$ cat config.mk
export PLATFORM = sky130hd
export DESIGN_NAME = rfid_nfc_main_config_regs
export DESIGN_NICKNAME = d
export VERILOG_FILES = /design/src/hw/rfid_cfg_pkg.sv /design/src/hw/protocol_decode.sv /design/src/hw/rfid_nfc_main_config_regs.sv
export VERILOG_INCLUDE_DIRS = /design/src /design/src/hw
export SDC_FILE = /design/constraint.sdc
export NUM_CORES = 1
export LEC_CHECK = 0
export BUFFER_PORTS_ARGS = -buffer_cell sky130_fd_sc_hd__clkbuf_2
export CORE_MARGIN = 2
export CORE_UTILIZATION = 45
export DETAILED_ROUTE_END_ITERATION = 6
export PLACE_DENSITY_LB_ADDON = 0.2
export SETUP_SLACK_MARGIN = 0.05
export SYNTH_ARGS = -nofsm -noshare
export SYNTH_HDL_FRONTEND = slang
export SYNTH_SLANG_ARGS = --single-unit
export TNS_END_PERCENT = 5
$ cat constraint.sdc
create_clock -name clk -period 1.6 [get_ports clk]
set_input_delay 0.32 -clock clk [delete_from_list [all_inputs] [get_ports clk]]
set_output_delay 0.32 -clock clk [all_outputs]
set_load 0.05 [all_outputs]
$ cat src/hw/rfid_cfg_params.svh
`ifndef RFID_CFG_PARAMS_SVH
`define RFID_CFG_PARAMS_SVH

// ****************************************************************************
// Register map
// ****************************************************************************
`define CFG_ADDR_W        5
`define CFG_ADDR_CTRL     5'h00
`define CFG_ADDR_PROTO    5'h01
`define CFG_CTRL_RESET    8'h01
`define CFG_PROTO_RESET   8'h02
`define CFG_UNMAPPED_READ 8'h00

// ****************************************************************************
// Low-level option register span reloaded on a protocol write
// ****************************************************************************
`define CFG_OPT_FIRST     5'h02
`define CFG_OPT_LAST      5'h0B

// ****************************************************************************
// Protocol code groups
// ****************************************************************************
`define CFG_CODE_RATE2_A  5'h1A
`define CFG_CODE_RATE2_B  5'h1B
`define CFG_GROUP_VICIN   2'h0
`define CFG_GROUP_PROX    2'h1
`define CFG_LOW_NONE      2'h0
`define CFG_LOW_106       2'h1
`define CFG_LOW_EMU_A     2'h0
`define CFG_LOW_EMU_B     2'h1

`endif

$ cat src/hw/rfid_cfg_pkg.sv
package rfid_cfg_pkg;

  // ****************************************************************************
  // Register layouts, most significant bit first
  // ****************************************************************************
  typedef struct packed {
    logic low_power_hold;
    logic framing_bypass_select;
    logic rf_output_active;
    logic transmit_power_half;
    logic receive_input_choice;
    logic auto_gain_enable;
    logic forced_receiver_enable;
    logic supply_range_select;
  } power_ctrl_t;

  typedef struct packed {
    logic       receive_check_absent;
    logic       bypass_variant_select;
    logic       reader_vs_peer_select;
    logic       protocol_code_top;
    logic       protocol_code_bit3;
    logic       protocol_code_bit2;
    logic [1:0] protocol_code_low;
  } protocol_reg_t;

  // ****************************************************************************
  // Decoded operating mode
  // ****************************************************************************
  typedef enum logic [2:0] {
    FAM_VICINITY,
    FAM_PROX_A,
    FAM_PROX_B,
    FAM_RATE2,
    FAM_NFC_NORMAL,
    FAM_CARD_EMU_A,
    FAM_CARD_EMU_B,
    FAM_RESERVED
  } protocol_family_t;

  typedef struct packed {
    protocol_family_t family;
    logic             nfc_initiator;
    logic             nfc_active;
    logic [1:0]       rate_sel;
    logic             code_valid;
  } protocol_info_t;

  typedef enum logic {
    RELOAD_IDLE,
    RELOAD_RUN
  } reload_state_t;

endpackage : rfid_cfg_pkg

$ cat src/hw/protocol_decode.sv
`timescale 1ns/10ps
`include "rfid_cfg_params.svh"

module protocol_decode
  import rfid_cfg_pkg::*;
(
  input  wire protocol_reg_t  proto,
  output protocol_info_t      info
);

  logic [4:0] code;

  assign code = {proto.protocol_code_top, proto.protocol_code_bit3, proto.protocol_code_bit2,
                 proto.protocol_code_low};

  always_comb begin
    info               = '0;
    info.family        = FAM_RESERVED;
    info.rate_sel      = proto.protocol_code_low;
    info.nfc_initiator = 1'b0;
    info.nfc_active    = 1'b0;
    info.code_valid    = 1'b0;
    if (!proto.reader_vs_peer_select) begin
      // Five-bit reader protocol code.
      info.code_valid = 1'b1;
      if (code[4:3] == `CFG_GROUP_VICIN) begin
        info.family = FAM_VICINITY;
      end else if (code[4:3] == `CFG_GROUP_PROX) begin
        info.family = code[2] ? FAM_PROX_B : FAM_PROX_A;
      end else if (code == `CFG_CODE_RATE2_A || code == `CFG_CODE_RATE2_B) begin
        info.family = FAM_RATE2;
      end else begin
        info.code_valid = 1'b0;
      end
    end else begin
      info.nfc_initiator = proto.protocol_code_top;
      info.nfc_active    = proto.protocol_code_bit3;
      if (!proto.protocol_code_bit2) begin
        // Bit rate 106, 212 or 424; the zero code has no meaning.
        info.family     = FAM_NFC_NORMAL;
        info.code_valid = (proto.protocol_code_low != `CFG_LOW_NONE);
      end else if (proto.protocol_code_low == `CFG_LOW_EMU_A) begin
        info.family     = FAM_CARD_EMU_A;
        info.code_valid = 1'b1;
      end else if (proto.protocol_code_low == `CFG_LOW_EMU_B) begin
        info.family     = FAM_CARD_EMU_B;
        info.code_valid = 1'b1;
      end else begin
        info.family     = FAM_RESERVED;
      end
    end
  end

endmodule : protocol_decode

$ cat src/hw/rfid_nfc_main_config_regs.sv
`timescale 1ns/10ps
`include "rfid_cfg_params.svh"

// Summary of operation
// Standby bit holds regulators and oscillator running.
// Bypass bit selects raw/user framing, else automatic.
// Host sets variant before entering bypass mode.
// RF bit enables transmitter and receivers.
// Half power bit selects higher output impedance.
// Input choice bit selects auxiliary receive input.
// Gain bit enables automatic gain control.
// Forced bit keeps receiver and oscillator on.
// Supply bit selects 5 V or 3 V.
// Enable low or power-up presets 0x01, 0x02.
// Check-absent bit disables received CRC checking.
// Variant bit picks bypass mode 0 or 1.
// Peer bit selects reader or NFC/emulation.
// Reader: five-bit code; NFC: target or initiator.
// NFC bit three picks passive or active.
// NFC bit two picks normal or emulation.
// Low bits pick NFC rate or emulation type.
// Reader codes decode into vicinity, proximity, other.
// Protocol write reloads option registers 0x02-0x0B.
// Reads return stored value; writes act immediately.

module rfid_nfc_main_config_regs
  import rfid_cfg_pkg::*;
#(
  parameter int ADDR_W = `CFG_ADDR_W
)
(
  input  wire logic              clk,
  input  wire logic              reset,
  input  wire logic              device_activate_pin,
  input  wire logic              host_wr_en,
  input  wire logic              host_rd_en,
  input  wire logic [ADDR_W-1:0] host_addr,
  input  wire logic [7:0]        host_wdata,
  output logic      [7:0]        host_rdata,
  output logic                   host_rd_valid,
  output power_ctrl_t            power_ctrl,
  output protocol_reg_t          protocol_cfg,
  output protocol_info_t         protocol_info,
  output logic                   transmitter_enable,
  output logic                   receiver_enable,
  output logic                   tx_oscillator_enable,
  output logic                   crc_check_enable,
  output logic                   option_reload_valid,
  output logic      [ADDR_W-1:0] option_reload_addr,
  output protocol_reg_t          option_reload_protocol
);

  // ****************************************************************************
  // Register state
  // ****************************************************************************
  power_ctrl_t    ctrl_q,      ctrl_d;
  protocol_reg_t  proto_q,     proto_d;
  protocol_info_t info_q,      info_d;
  logic [7:0]     rdata_q,     rdata_d;
  logic           rvalid_q,    rvalid_d;
  logic           tx_en_q,     tx_en_d;
  logic           rx_en_q,     rx_en_d;
  logic           osc_en_q,    osc_en_d;
  logic           preset;
  logic           wr_ctrl;
  logic           wr_proto;

  function automatic logic [7:0] reg_read(input logic [ADDR_W-1:0] addr, input power_ctrl_t c,
                                          input protocol_reg_t p);
    logic [7:0] val;
    val = `CFG_UNMAPPED_READ;
    if (addr == ADDR_W'(`CFG_ADDR_CTRL)) begin
      val = c;
    end else if (addr == ADDR_W'(`CFG_ADDR_PROTO)) begin
      val = p;
    end
    return val;
  endfunction : reg_read

  assign preset   = reset || !device_activate_pin;
  assign wr_ctrl  = host_wr_en && !preset && host_addr == ADDR_W'(`CFG_ADDR_CTRL);
  assign wr_proto = host_wr_en && !preset && host_addr == ADDR_W'(`CFG_ADDR_PROTO);

  always_comb begin
    ctrl_d   = ctrl_q;
    proto_d  = proto_q;
    rdata_d  = rdata_q;
    rvalid_d = 1'b0;
    if (preset) begin
      ctrl_d  = power_ctrl_t'(`CFG_CTRL_RESET);
      proto_d = protocol_reg_t'(`CFG_PROTO_RESET);
    end else begin
      if (wr_ctrl) begin
        ctrl_d = power_ctrl_t'(host_wdata);
      end
      if (wr_proto) begin
        proto_d = protocol_reg_t'(host_wdata);
      end
    end
    if (host_rd_en) begin
      rvalid_d = 1'b1;
      rdata_d  = reg_read(host_addr, ctrl_q, proto_q);
    end
    // Derived enables follow the new register value on the same edge.
    tx_en_d  = ctrl_d.rf_output_active;
    rx_en_d  = ctrl_d.rf_output_active || ctrl_d.forced_receiver_enable;
    osc_en_d = ctrl_d.rf_output_active || ctrl_d.forced_receiver_enable;
  end

  // Decoding the next value keeps the decoded mode aligned with the register.
  protocol_decode u_decode (
    .proto (proto_d),
    .info  (info_d)
  );

  always_ff @(posedge clk) begin
    ctrl_q   <= ctrl_d;
    proto_q  <= proto_d;
    info_q   <= info_d;
    rdata_q  <= rdata_d;
    rvalid_q <= rvalid_d;
    tx_en_q  <= tx_en_d;
    rx_en_q  <= rx_en_d;
    osc_en_q <= osc_en_d;
  end

  // ****************************************************************************
  // Option register reload sequencer
  // ****************************************************************************
  reload_state_t     state_q,  state_d;
  logic [ADDR_W-1:0] idx_q,    idx_d;
  protocol_reg_t     rl_pr_q,  rl_pr_d;

  always_comb begin
    state_d = state_q;
    idx_d   = idx_q;
    rl_pr_d = rl_pr_q;
    if (preset) begin
      state_d = RELOAD_IDLE;
      idx_d   = ADDR_W'(`CFG_OPT_FIRST);
      rl_pr_d = protocol_reg_t'(`CFG_PROTO_RESET);
    end else if (wr_proto) begin
      // A new protocol write restarts the walk from the first option register.
      state_d = RELOAD_RUN;
      idx_d   = ADDR_W'(`CFG_OPT_FIRST);
      rl_pr_d = protocol_reg_t'(host_wdata);
    end else begin
      case (state_q)
        RELOAD_IDLE: begin
          idx_d = ADDR_W'(`CFG_OPT_FIRST);
        end
        RELOAD_RUN: begin
          if (idx_q == ADDR_W'(`CFG_OPT_LAST)) begin
            state_d = RELOAD_IDLE;
          end else begin
            idx_d = idx_q + ADDR_W'(1);
          end
        end
        default: begin
          state_d = RELOAD_IDLE;
        end
      endcase
    end
  end

  always_ff @(posedge clk) begin
    state_q <= state_d;
    idx_q   <= idx_d;
    rl_pr_q <= rl_pr_d;
  end

  // ****************************************************************************
  // Outputs
  // ****************************************************************************
  assign host_rdata             = rdata_q;
  assign host_rd_valid          = rvalid_q;
  assign power_ctrl             = ctrl_q;
  assign protocol_cfg           = proto_q;
  assign protocol_info          = info_q;
  assign transmitter_enable     = tx_en_q;
  assign receiver_enable        = rx_en_q;
  assign tx_oscillator_enable   = osc_en_q;
  assign crc_check_enable       = !proto_q.receive_check_absent;
  assign option_reload_valid    = (state_q == RELOAD_RUN);
  assign option_reload_addr     = idx_q;
  assign option_reload_protocol = rl_pr_q;

  // ****************************************************************************
  // Checks
  // ****************************************************************************
  // Strobe checks look one edge after the strobe, when the registered outputs
  // have taken the new value; chk_tx_off and chk_forced_receiver look in the same cycle.
  chk_preset_values: assert property (@(posedge clk)
    preset |=> ctrl_q == power_ctrl_t'(`CFG_CTRL_RESET) && proto_q == protocol_reg_t'(`CFG_PROTO_RESET)
      && !option_reload_valid)
    else $error("Preset did not load the default register values.");

  chk_preset_enables: assert property (@(posedge clk)
    preset |=> !transmitter_enable && !receiver_enable && !tx_oscillator_enable && crc_check_enable
      && option_reload_addr == ADDR_W'(`CFG_OPT_FIRST))
    else $error("Preset did not load the default enables.");

  chk_standby_write: assert property (@(posedge clk) disable iff (reset)
    wr_ctrl |=> power_ctrl.low_power_hold == $past(host_wdata[7])
      && power_ctrl.framing_bypass_select == $past(host_wdata[6]))
    else $error("Standby or bypass bit did not follow the write.");

  chk_power_fields: assert property (@(posedge clk) disable iff (reset)
    wr_ctrl |=> {power_ctrl.transmit_power_half, power_ctrl.receive_input_choice,
      power_ctrl.auto_gain_enable, power_ctrl.supply_range_select}
      == {$past(host_wdata[4]), $past(host_wdata[3]), $past(host_wdata[2]), $past(host_wdata[0])})
    else $error("Power, input, gain or supply bit did not follow the write.");

  chk_rf_enables: assert property (@(posedge clk) disable iff (reset)
    wr_ctrl |=> transmitter_enable == $past(host_wdata[5])
      && receiver_enable == ($past(host_wdata[5]) || $past(host_wdata[1])))
    else $error("Transmitter or receiver enable wrong after a write.");

  chk_tx_off: assert property (@(posedge clk) disable iff (reset)
    !power_ctrl.rf_output_active |-> !transmitter_enable)
    else $error("Transmitter on while the RF bit is clear.");

  chk_forced_receiver: assert property (@(posedge clk) disable iff (reset)
    power_ctrl.forced_receiver_enable |-> receiver_enable && tx_oscillator_enable)
    else $error("Forced receiver bit did not hold receiver on.");

  chk_crc_select: assert property (@(posedge clk) disable iff (reset)
    wr_proto |=> crc_check_enable == !$past(host_wdata[7]))
    else $error("Receive CRC checking does not follow the written bit.");

  chk_variant_bit: assert property (@(posedge clk) disable iff (reset)
    wr_proto |=> protocol_cfg.bypass_variant_select == $past(host_wdata[6])
      && protocol_cfg.reader_vs_peer_select == $past(host_wdata[5]))
    else $error("Variant or peer bit did not follow the write.");

  chk_reader_decode: assert property (@(posedge clk) disable iff (reset)
    wr_proto && host_wdata[5:3] == 3'h1
      |=> protocol_info.family == ($past(host_wdata[2]) ? FAM_PROX_B : FAM_PROX_A))
    else $error("Proximity code decoded to the wrong family.");

  chk_reader_valid: assert property (@(posedge clk) disable iff (reset)
    wr_proto && !host_wdata[5] |=> protocol_info.code_valid == (!$past(host_wdata[4])
      || $past(host_wdata[4:0]) == `CFG_CODE_RATE2_A || $past(host_wdata[4:0]) == `CFG_CODE_RATE2_B))
    else $error("Reader protocol code validity decoded wrongly.");

  chk_nfc_roles: assert property (@(posedge clk) disable iff (reset)
    wr_proto && host_wdata[5] |=> protocol_info.nfc_initiator == $past(host_wdata[4])
      && protocol_info.nfc_active == $past(host_wdata[3]))
    else $error("NFC role or communication mode decoded wrongly.");

  chk_nfc_rate: assert property (@(posedge clk) disable iff (reset)
    wr_proto && host_wdata[5] && !host_wdata[2]
      |=> protocol_info.family == FAM_NFC_NORMAL && protocol_info.rate_sel == $past(host_wdata[1:0]))
    else $error("NFC normal mode or bit rate decoded wrongly.");

  chk_nfc_emulation: assert property (@(posedge clk) disable iff (reset)
    wr_proto && host_wdata[5] && host_wdata[2] && !host_wdata[1]
      |=> protocol_info.family == ($past(host_wdata[0]) ? FAM_CARD_EMU_B : FAM_CARD_EMU_A))
    else $error("Card emulation type decoded wrongly.");

  chk_reload_start: assert property (@(posedge clk) disable iff (reset)
    wr_proto |=> option_reload_valid && option_reload_addr == ADDR_W'(`CFG_OPT_FIRST)
      && option_reload_protocol == protocol_reg_t'($past(host_wdata)))
    else $error("Protocol write did not start the option reload.");

  chk_reload_step: assert property (@(posedge clk) disable iff (preset)
    option_reload_valid && option_reload_addr != ADDR_W'(`CFG_OPT_LAST) && !wr_proto
      |=> option_reload_valid && option_reload_addr == $past(option_reload_addr) + ADDR_W'(1))
    else $error("Option reload skipped or stopped before the last register.");

  chk_reload_span: assert property (@(posedge clk) disable iff (preset)
    option_reload_valid && option_reload_addr == ADDR_W'(`CFG_OPT_LAST) && !wr_proto |=> !option_reload_valid)
    else $error("Option reload did not end at the last option register.");

  chk_read_back: assert property (@(posedge clk) disable iff (reset)
    host_rd_en && host_addr == ADDR_W'(`CFG_ADDR_PROTO) |=> host_rd_valid && host_rdata == $past(proto_q))
    else $error("Read of the protocol register returned a wrong value.");

  chk_read_ctrl: assert property (@(posedge clk) disable iff (reset)
    host_rd_en && host_addr == ADDR_W'(`CFG_ADDR_CTRL) |=> host_rd_valid && host_rdata == $past(power_ctrl))
    else $error("Read of the power register returned a wrong value.");

  chk_read_unmapped: assert property (@(posedge clk) disable iff (reset)
    host_rd_en && host_addr != ADDR_W'(`CFG_ADDR_CTRL) && host_addr != ADDR_W'(`CFG_ADDR_PROTO)
      |=> host_rd_valid && host_rdata == `CFG_UNMAPPED_READ)
    else $error("Read of an unmapped address returned a wrong value.");

  chk_valid_pulse: assert property (@(posedge clk) disable iff (reset)
    !host_rd_en |=> !host_rd_valid)
    else $error("Read valid shown without a read strobe.");

  chk_hold_ctrl: assert property (@(posedge clk) disable iff (reset)
    !preset && !wr_ctrl |=> $stable(power_ctrl))
    else $error("Power register changed without a write.");

  chk_hold_proto: assert property (@(posedge clk) disable iff (reset)
    !preset && !wr_proto |=> $stable(protocol_cfg))
    else $error("Protocol register changed without a write.");

endmodule : rfid_nfc_main_config_regs

# Word level (Yosys, flattened, before mapping)

Cells that the tools add are included.

Register bits after elaboration: 44
Bits in latches: 0
Memory bits (writable): 0
Bits in read-only memories: 0
Input bits: 18
Output and inout port bits: 51
Word-level logic and storage cells: 79
Memories kept: 0

$add $sub $neg: 1
Multiply operators: 0
Divide/modulo/power cells: 0
Order comparisons: 0
Equality and inequality tests: 7
Shift-type cells: 0
Multiplexer cells: 27
Bitwise operators: 1
Reductions and logical operators: 14

Operator list:

| cell                                                                  | count |
|---|---|
| 6-bit two-way mux                                                     | 4 |
| 8-bit two-way mux                                                     | 2 |
| 3-bit two-way mux                                                     | 5 |
| 1-bit two-way mux                                                     | 12 |
| 5-bit equality test, second input constant                            | 2 |
| 5-bit case mux with 2 select lines                                    | 1 |
| 5-bit by 1-bit adder with 5-bit output, second input constant         | 1 |
| 5-bit by 1-bit equality test with 1-bit output, second input constant | 1 |
| 5-bit by 4-bit equality test with 1-bit output, second input constant | 1 |
| 5-bit zero test                                                       | 1 |
| 5-bit two-way mux                                                     | 1 |
| 2-bit by 1-bit equality test with 1-bit output, second input constant | 2 |
| 2-bit zero test                                                       | 2 |
| 2-bit two-way mux                                                     | 2 |
| 1-bit logical AND                                                     | 3 |
| 1-bit zero test                                                       | 3 |
| 1-bit logical OR                                                      | 3 |
| 2-bit inequality test, second input constant                          | 1 |
| 2-bit nonzero test                                                    | 1 |
| 2-bit OR reduction                                                    | 1 |
| 1-bit NOT                                                             | 1 |

# Longest topological paths before layout

Depth in word-level cells: 13
Mapped depth: 6
Depth with buffers taken out: 5

# Cells and area by module

From an unflattened synthesis, not the netlist that was laid out.

Cell total of the unflattened synthesis: 182
Area, all modules: 1968.1 sq um

Modules (own cells, without submodules):

| module                    | times used | cells each | area each (sq um) | sequential area each (sq um) |
|---|---|---|---|---|
| rfid_nfc_main_config_regs | 1          | 163        | 1843.0            | 1041.0 |
| protocol_decode           | 1          | 19         | 125.1             | 0.0 |

# Worst setup path after synthesis

OpenSTA, ideal clock, no wires.

Path kind: register to register
Start point: register idx_q[0] (netlist: option_reload_addr[0])
End point: register idx_q[1] (netlist: option_reload_addr[1])
Library setup time: 0.120 ns
Arrival: 1.639 ns
Data required time: 1.480 ns
Slack: -0.159 ns
Stages on the path, launching flop included: 6
Buffers on the path: 0
Clock period less this slack: 1.759 ns
Path through: dfxtp_1 > ha_1 > nand2_1 > nor3_1 > nor2b_1 > a211o_1

Longest elaborated chain between the ends: 3
Elaborated cells between the ends (all ways): 5
Those cells by class: add/sub: 1; eq/ne: 2; mux: 2

RTL lines:

| element                                | line                             | RTL |
|---|---|---|
| from (decl)                            | rfid_nfc_main_config_regs.sv:131 | `logic [ADDR_W-1:0] idx_q, idx_d;` |
| from (signal assigned)                 | rfid_nfc_main_config_regs.sv:168 | `idx_q <= idx_d;` |
| 5-bit by 1-bit adder with 5-bit output | rfid_nfc_main_config_regs.sv:156 | `idx_d = idx_q + ADDR_W'(1);` |
| 5-bit two-way mux                      | rfid_nfc_main_config_regs.sv:153 | `` if (idx_q == ADDR_W'(`CFG_OPT_LAST)) begin `` |
| 5-bit case mux with 2 select lines     | rfid_nfc_main_config_regs.sv:148 | `case (state_q)` |

Several ways; a longest one is shown, not always the timed one. The select of a mux whose other input is x is not followed.
A chain may end at the register's enable or synchronous reset.

==> run metrics <==
status=complete, no violations; Worst path max stage delay=0.53 ns; CP arrival=~1.2 ns; final setup fails=0; # port buffers=68; first-pass GRT wire length=between 7000 and 8000 µm; fin crit share=0.932; Yosys top cell area share=0.383; Clock Root Buffer=clkbuf_8; fraction of registers with async set/reset=0; total chip power=between 2 and 2.5 mW; post-cts sizing count=1; via density per instance=roughly 5.2; Max Cap Viol=0; Worst-Skew Late Latency=~0.3 ns; initial drt markers=approximately 120; GRT Overall Usage=0.206; WP buf/inv=1; layout cells sized above 1=0.350; Crit Path Max Fanout=9; synth unique cells=36; TritonCTS Sinks=44; First-pass DRT Iterations=4; drt wl/cell=about 14 µm; Lkg Pwr=0.987 nW; Power per Cell Area=about 850 nW/µm²; cells after synthesis=a little over 200; GP Congestion=around 0.84; CTS clk-pin slew, worst paths=approximately 0.08 ns; Seq cells post-synth=between 40 and 50; number of post-CTS setup repair buffers=0; Core Footprint=between 4000 and 5000 µm²; GRT overflow=0; Clock Skews=0.00556 ns; ANT nets after route=0; DP HPWL=between 3000 and 4000 µm; crit start category=flip-flop; Crit path max-delay family=flip-flops; DR DRC count=0; Num CTS Buffers=5; YS warnings=0; Crit path required time=~1.3 ns; Starting Density=0.470; Syn Area/Cell=approximately 9 µm²; fin worst setup slack=around 0.11 ns; critical setup path kind=reg2out; Post-synth top flop=dfxtp_1; final hold vios=0; Die Wd=68.6 µm; Post-synth EDFFs=8; Layout Cells excl Fill=roughly 330; layout net count=about 300; Pins Over Slew Limit=0; RSZ-0062 raised after global routing=no; vias in the first global route=roughly 1500; Hold Crit Class=in2reg; chip height=just under 70 µm; pre-CTS setup slack=-0.0462 ns; R2R setup slack=roughly 0.27 ns; antenna violations before repair=0; most common cell after layout, fill and taps aside=clkbuf_2; CTS tree=built; most frequent cells in the layout=68 x clkbuf_2, 33 x dfxtp_1, 32 x nand2_1, 21 x a21oi_1, 15 x nand3_1; Cell Rows=23; CP max stage cell=dfxtp_1; Cell Chain, Critical Path=clkbuf_2; Antenna diodes=0; DP Cell Count=approximately 320; top cells by area, synth=dfxtp_1 38%, edfxtp_1 13%, nand2_1 6.4%, a21oi_1 5.6%, a22o_1 4.7%; routed via count=roughly 1700; maximum ir drop on the vdd rail=just over 0.0005 V; CTS H-tree depth=2; die area=roughly 4700 µm²; register area share after synthesis=0.511; P&R area growth vs syn=26.1%; fmax=between 600 and 700 MHz; crit end category=primary output; mapped cell area=1880 µm²; pin count of the biggest net entering global routing=23; max-slew headroom at the worst pin=0.515; Mapped Nets=~220; measured slew at the worst slew-check pin=0.726 ns; I/O Pins=69; final wirelength=roughly 4500 µm; Yosys top cell by area=dfxtp_1; Tmin final=1.49 ns; Clock Tree Buf Depth=2; hold_buf cts=0
[area by class of cell]
type	count	area (µm²)
clock inverter	2	10.0
multi-input combinational	140	801
clock buffer	6	82.6
sequential	44	965
tap	50	62.6
fill	377	1630
inverter	5	18.8
timing repair buffer	80	430
[cells in the mapped netlist, types with 2 or more instances]
master,n
a211oi_1,2
a21oi_1,21
a22o_1,10
and3_1,2
buf_2,2
buf_4,6
clkbuf_1,6
dfxtp_1,36
edfxtp_1,8
inv_1,5
nand2_1,32
nand2b_1,3
nand3_1,15
nor2_1,11
nor2b_1,6
nor3_1,3
nor3b_1,2
nor4b_2,2
o21ai_0,11
o22ai_1,4
o31ai_1,2
xor2_1,2
[worst reg2reg max path: cells and delay by family (launching register included)]
kind / cells / cell delay [ns]
simple gates: 3 / 0.39
fa+ha+maj: 1 / 0.21
flops: 1 / 0.37
compound gates: 1 / 0.26
[path summary, 6_finish.rpt]
check                                               start                         to  cells after the start
worst max register to register      option_reload_addr[0]      option_reload_addr[1]                      5
worst max-delay path                     protocol_info[2]            protocol_cfg[1]                      1
worst min register to register  option_reload_protocol[4]  option_reload_protocol[4]                      2
worst min-delay path                        host_wdata[6]  option_reload_protocol[6]                      3
[per-layer routing]
layer	global-route usage	share of wire	up-vias
li1	-	-	861
met3	0.0552	0.054	5
met1	0.276	0.46	793
met4	0.0575	0.0094	0
met5	0	0	-
met2	0.328	0.47	47
[power by group]
| part | leakage, nW | internal (mW) | switching [mW] |
|---|---|---|---|
| Clock | 0.0510 | 0.345 | 0.368 |
| Combinational | 0.563 | 0.0498 | 0.113 |
| Sequential | 0.373 | 1.14 | 0.00453 |
| Total | 0.987 | 1.53 | 0.485 |
[kinds of logic after synthesis]
| kind of cell | share of synthesized area |
|---|---|
| buffers and inverters | 0.0652 |
| AOI/OAI and AO/OA | 0.180 |
| xor gates and xnor gates | 0.0140 |
| adders and majority gates | 0.00666 |
| and+or+nand+nor | 0.217 |
| muxes | 0.00599 |
| DFF | 0.511 |
[registers in the layout, summed over array words and instances (netlist names)]
register,cells
host_rdata,8
option_reload_protocol,8
protocol_info,8
power_ctrl,7
option_reload_addr,5
protocol_cfg,4
host_rd_valid,1
option_reload_valid,1
transmitter_enable,1
tx_oscillator_enable,1
[metrics by stage]
stage          cell area, µm²  hold WS, ns  setup TNS (ns)  utilization
3_5_place_dp             2280        0.453          -0.286        0.569
4_1_cts                  2370        0.265               0        0.592
6_report                 2370        0.267               0        0.592
5_1_grt                  2370        0.281               0        0.592
2_1_floorplan            1890        0.348               0            -
3_3_place_gp             2280        0.452          -0.191        0.569
(Power assumes the default switching activity.)
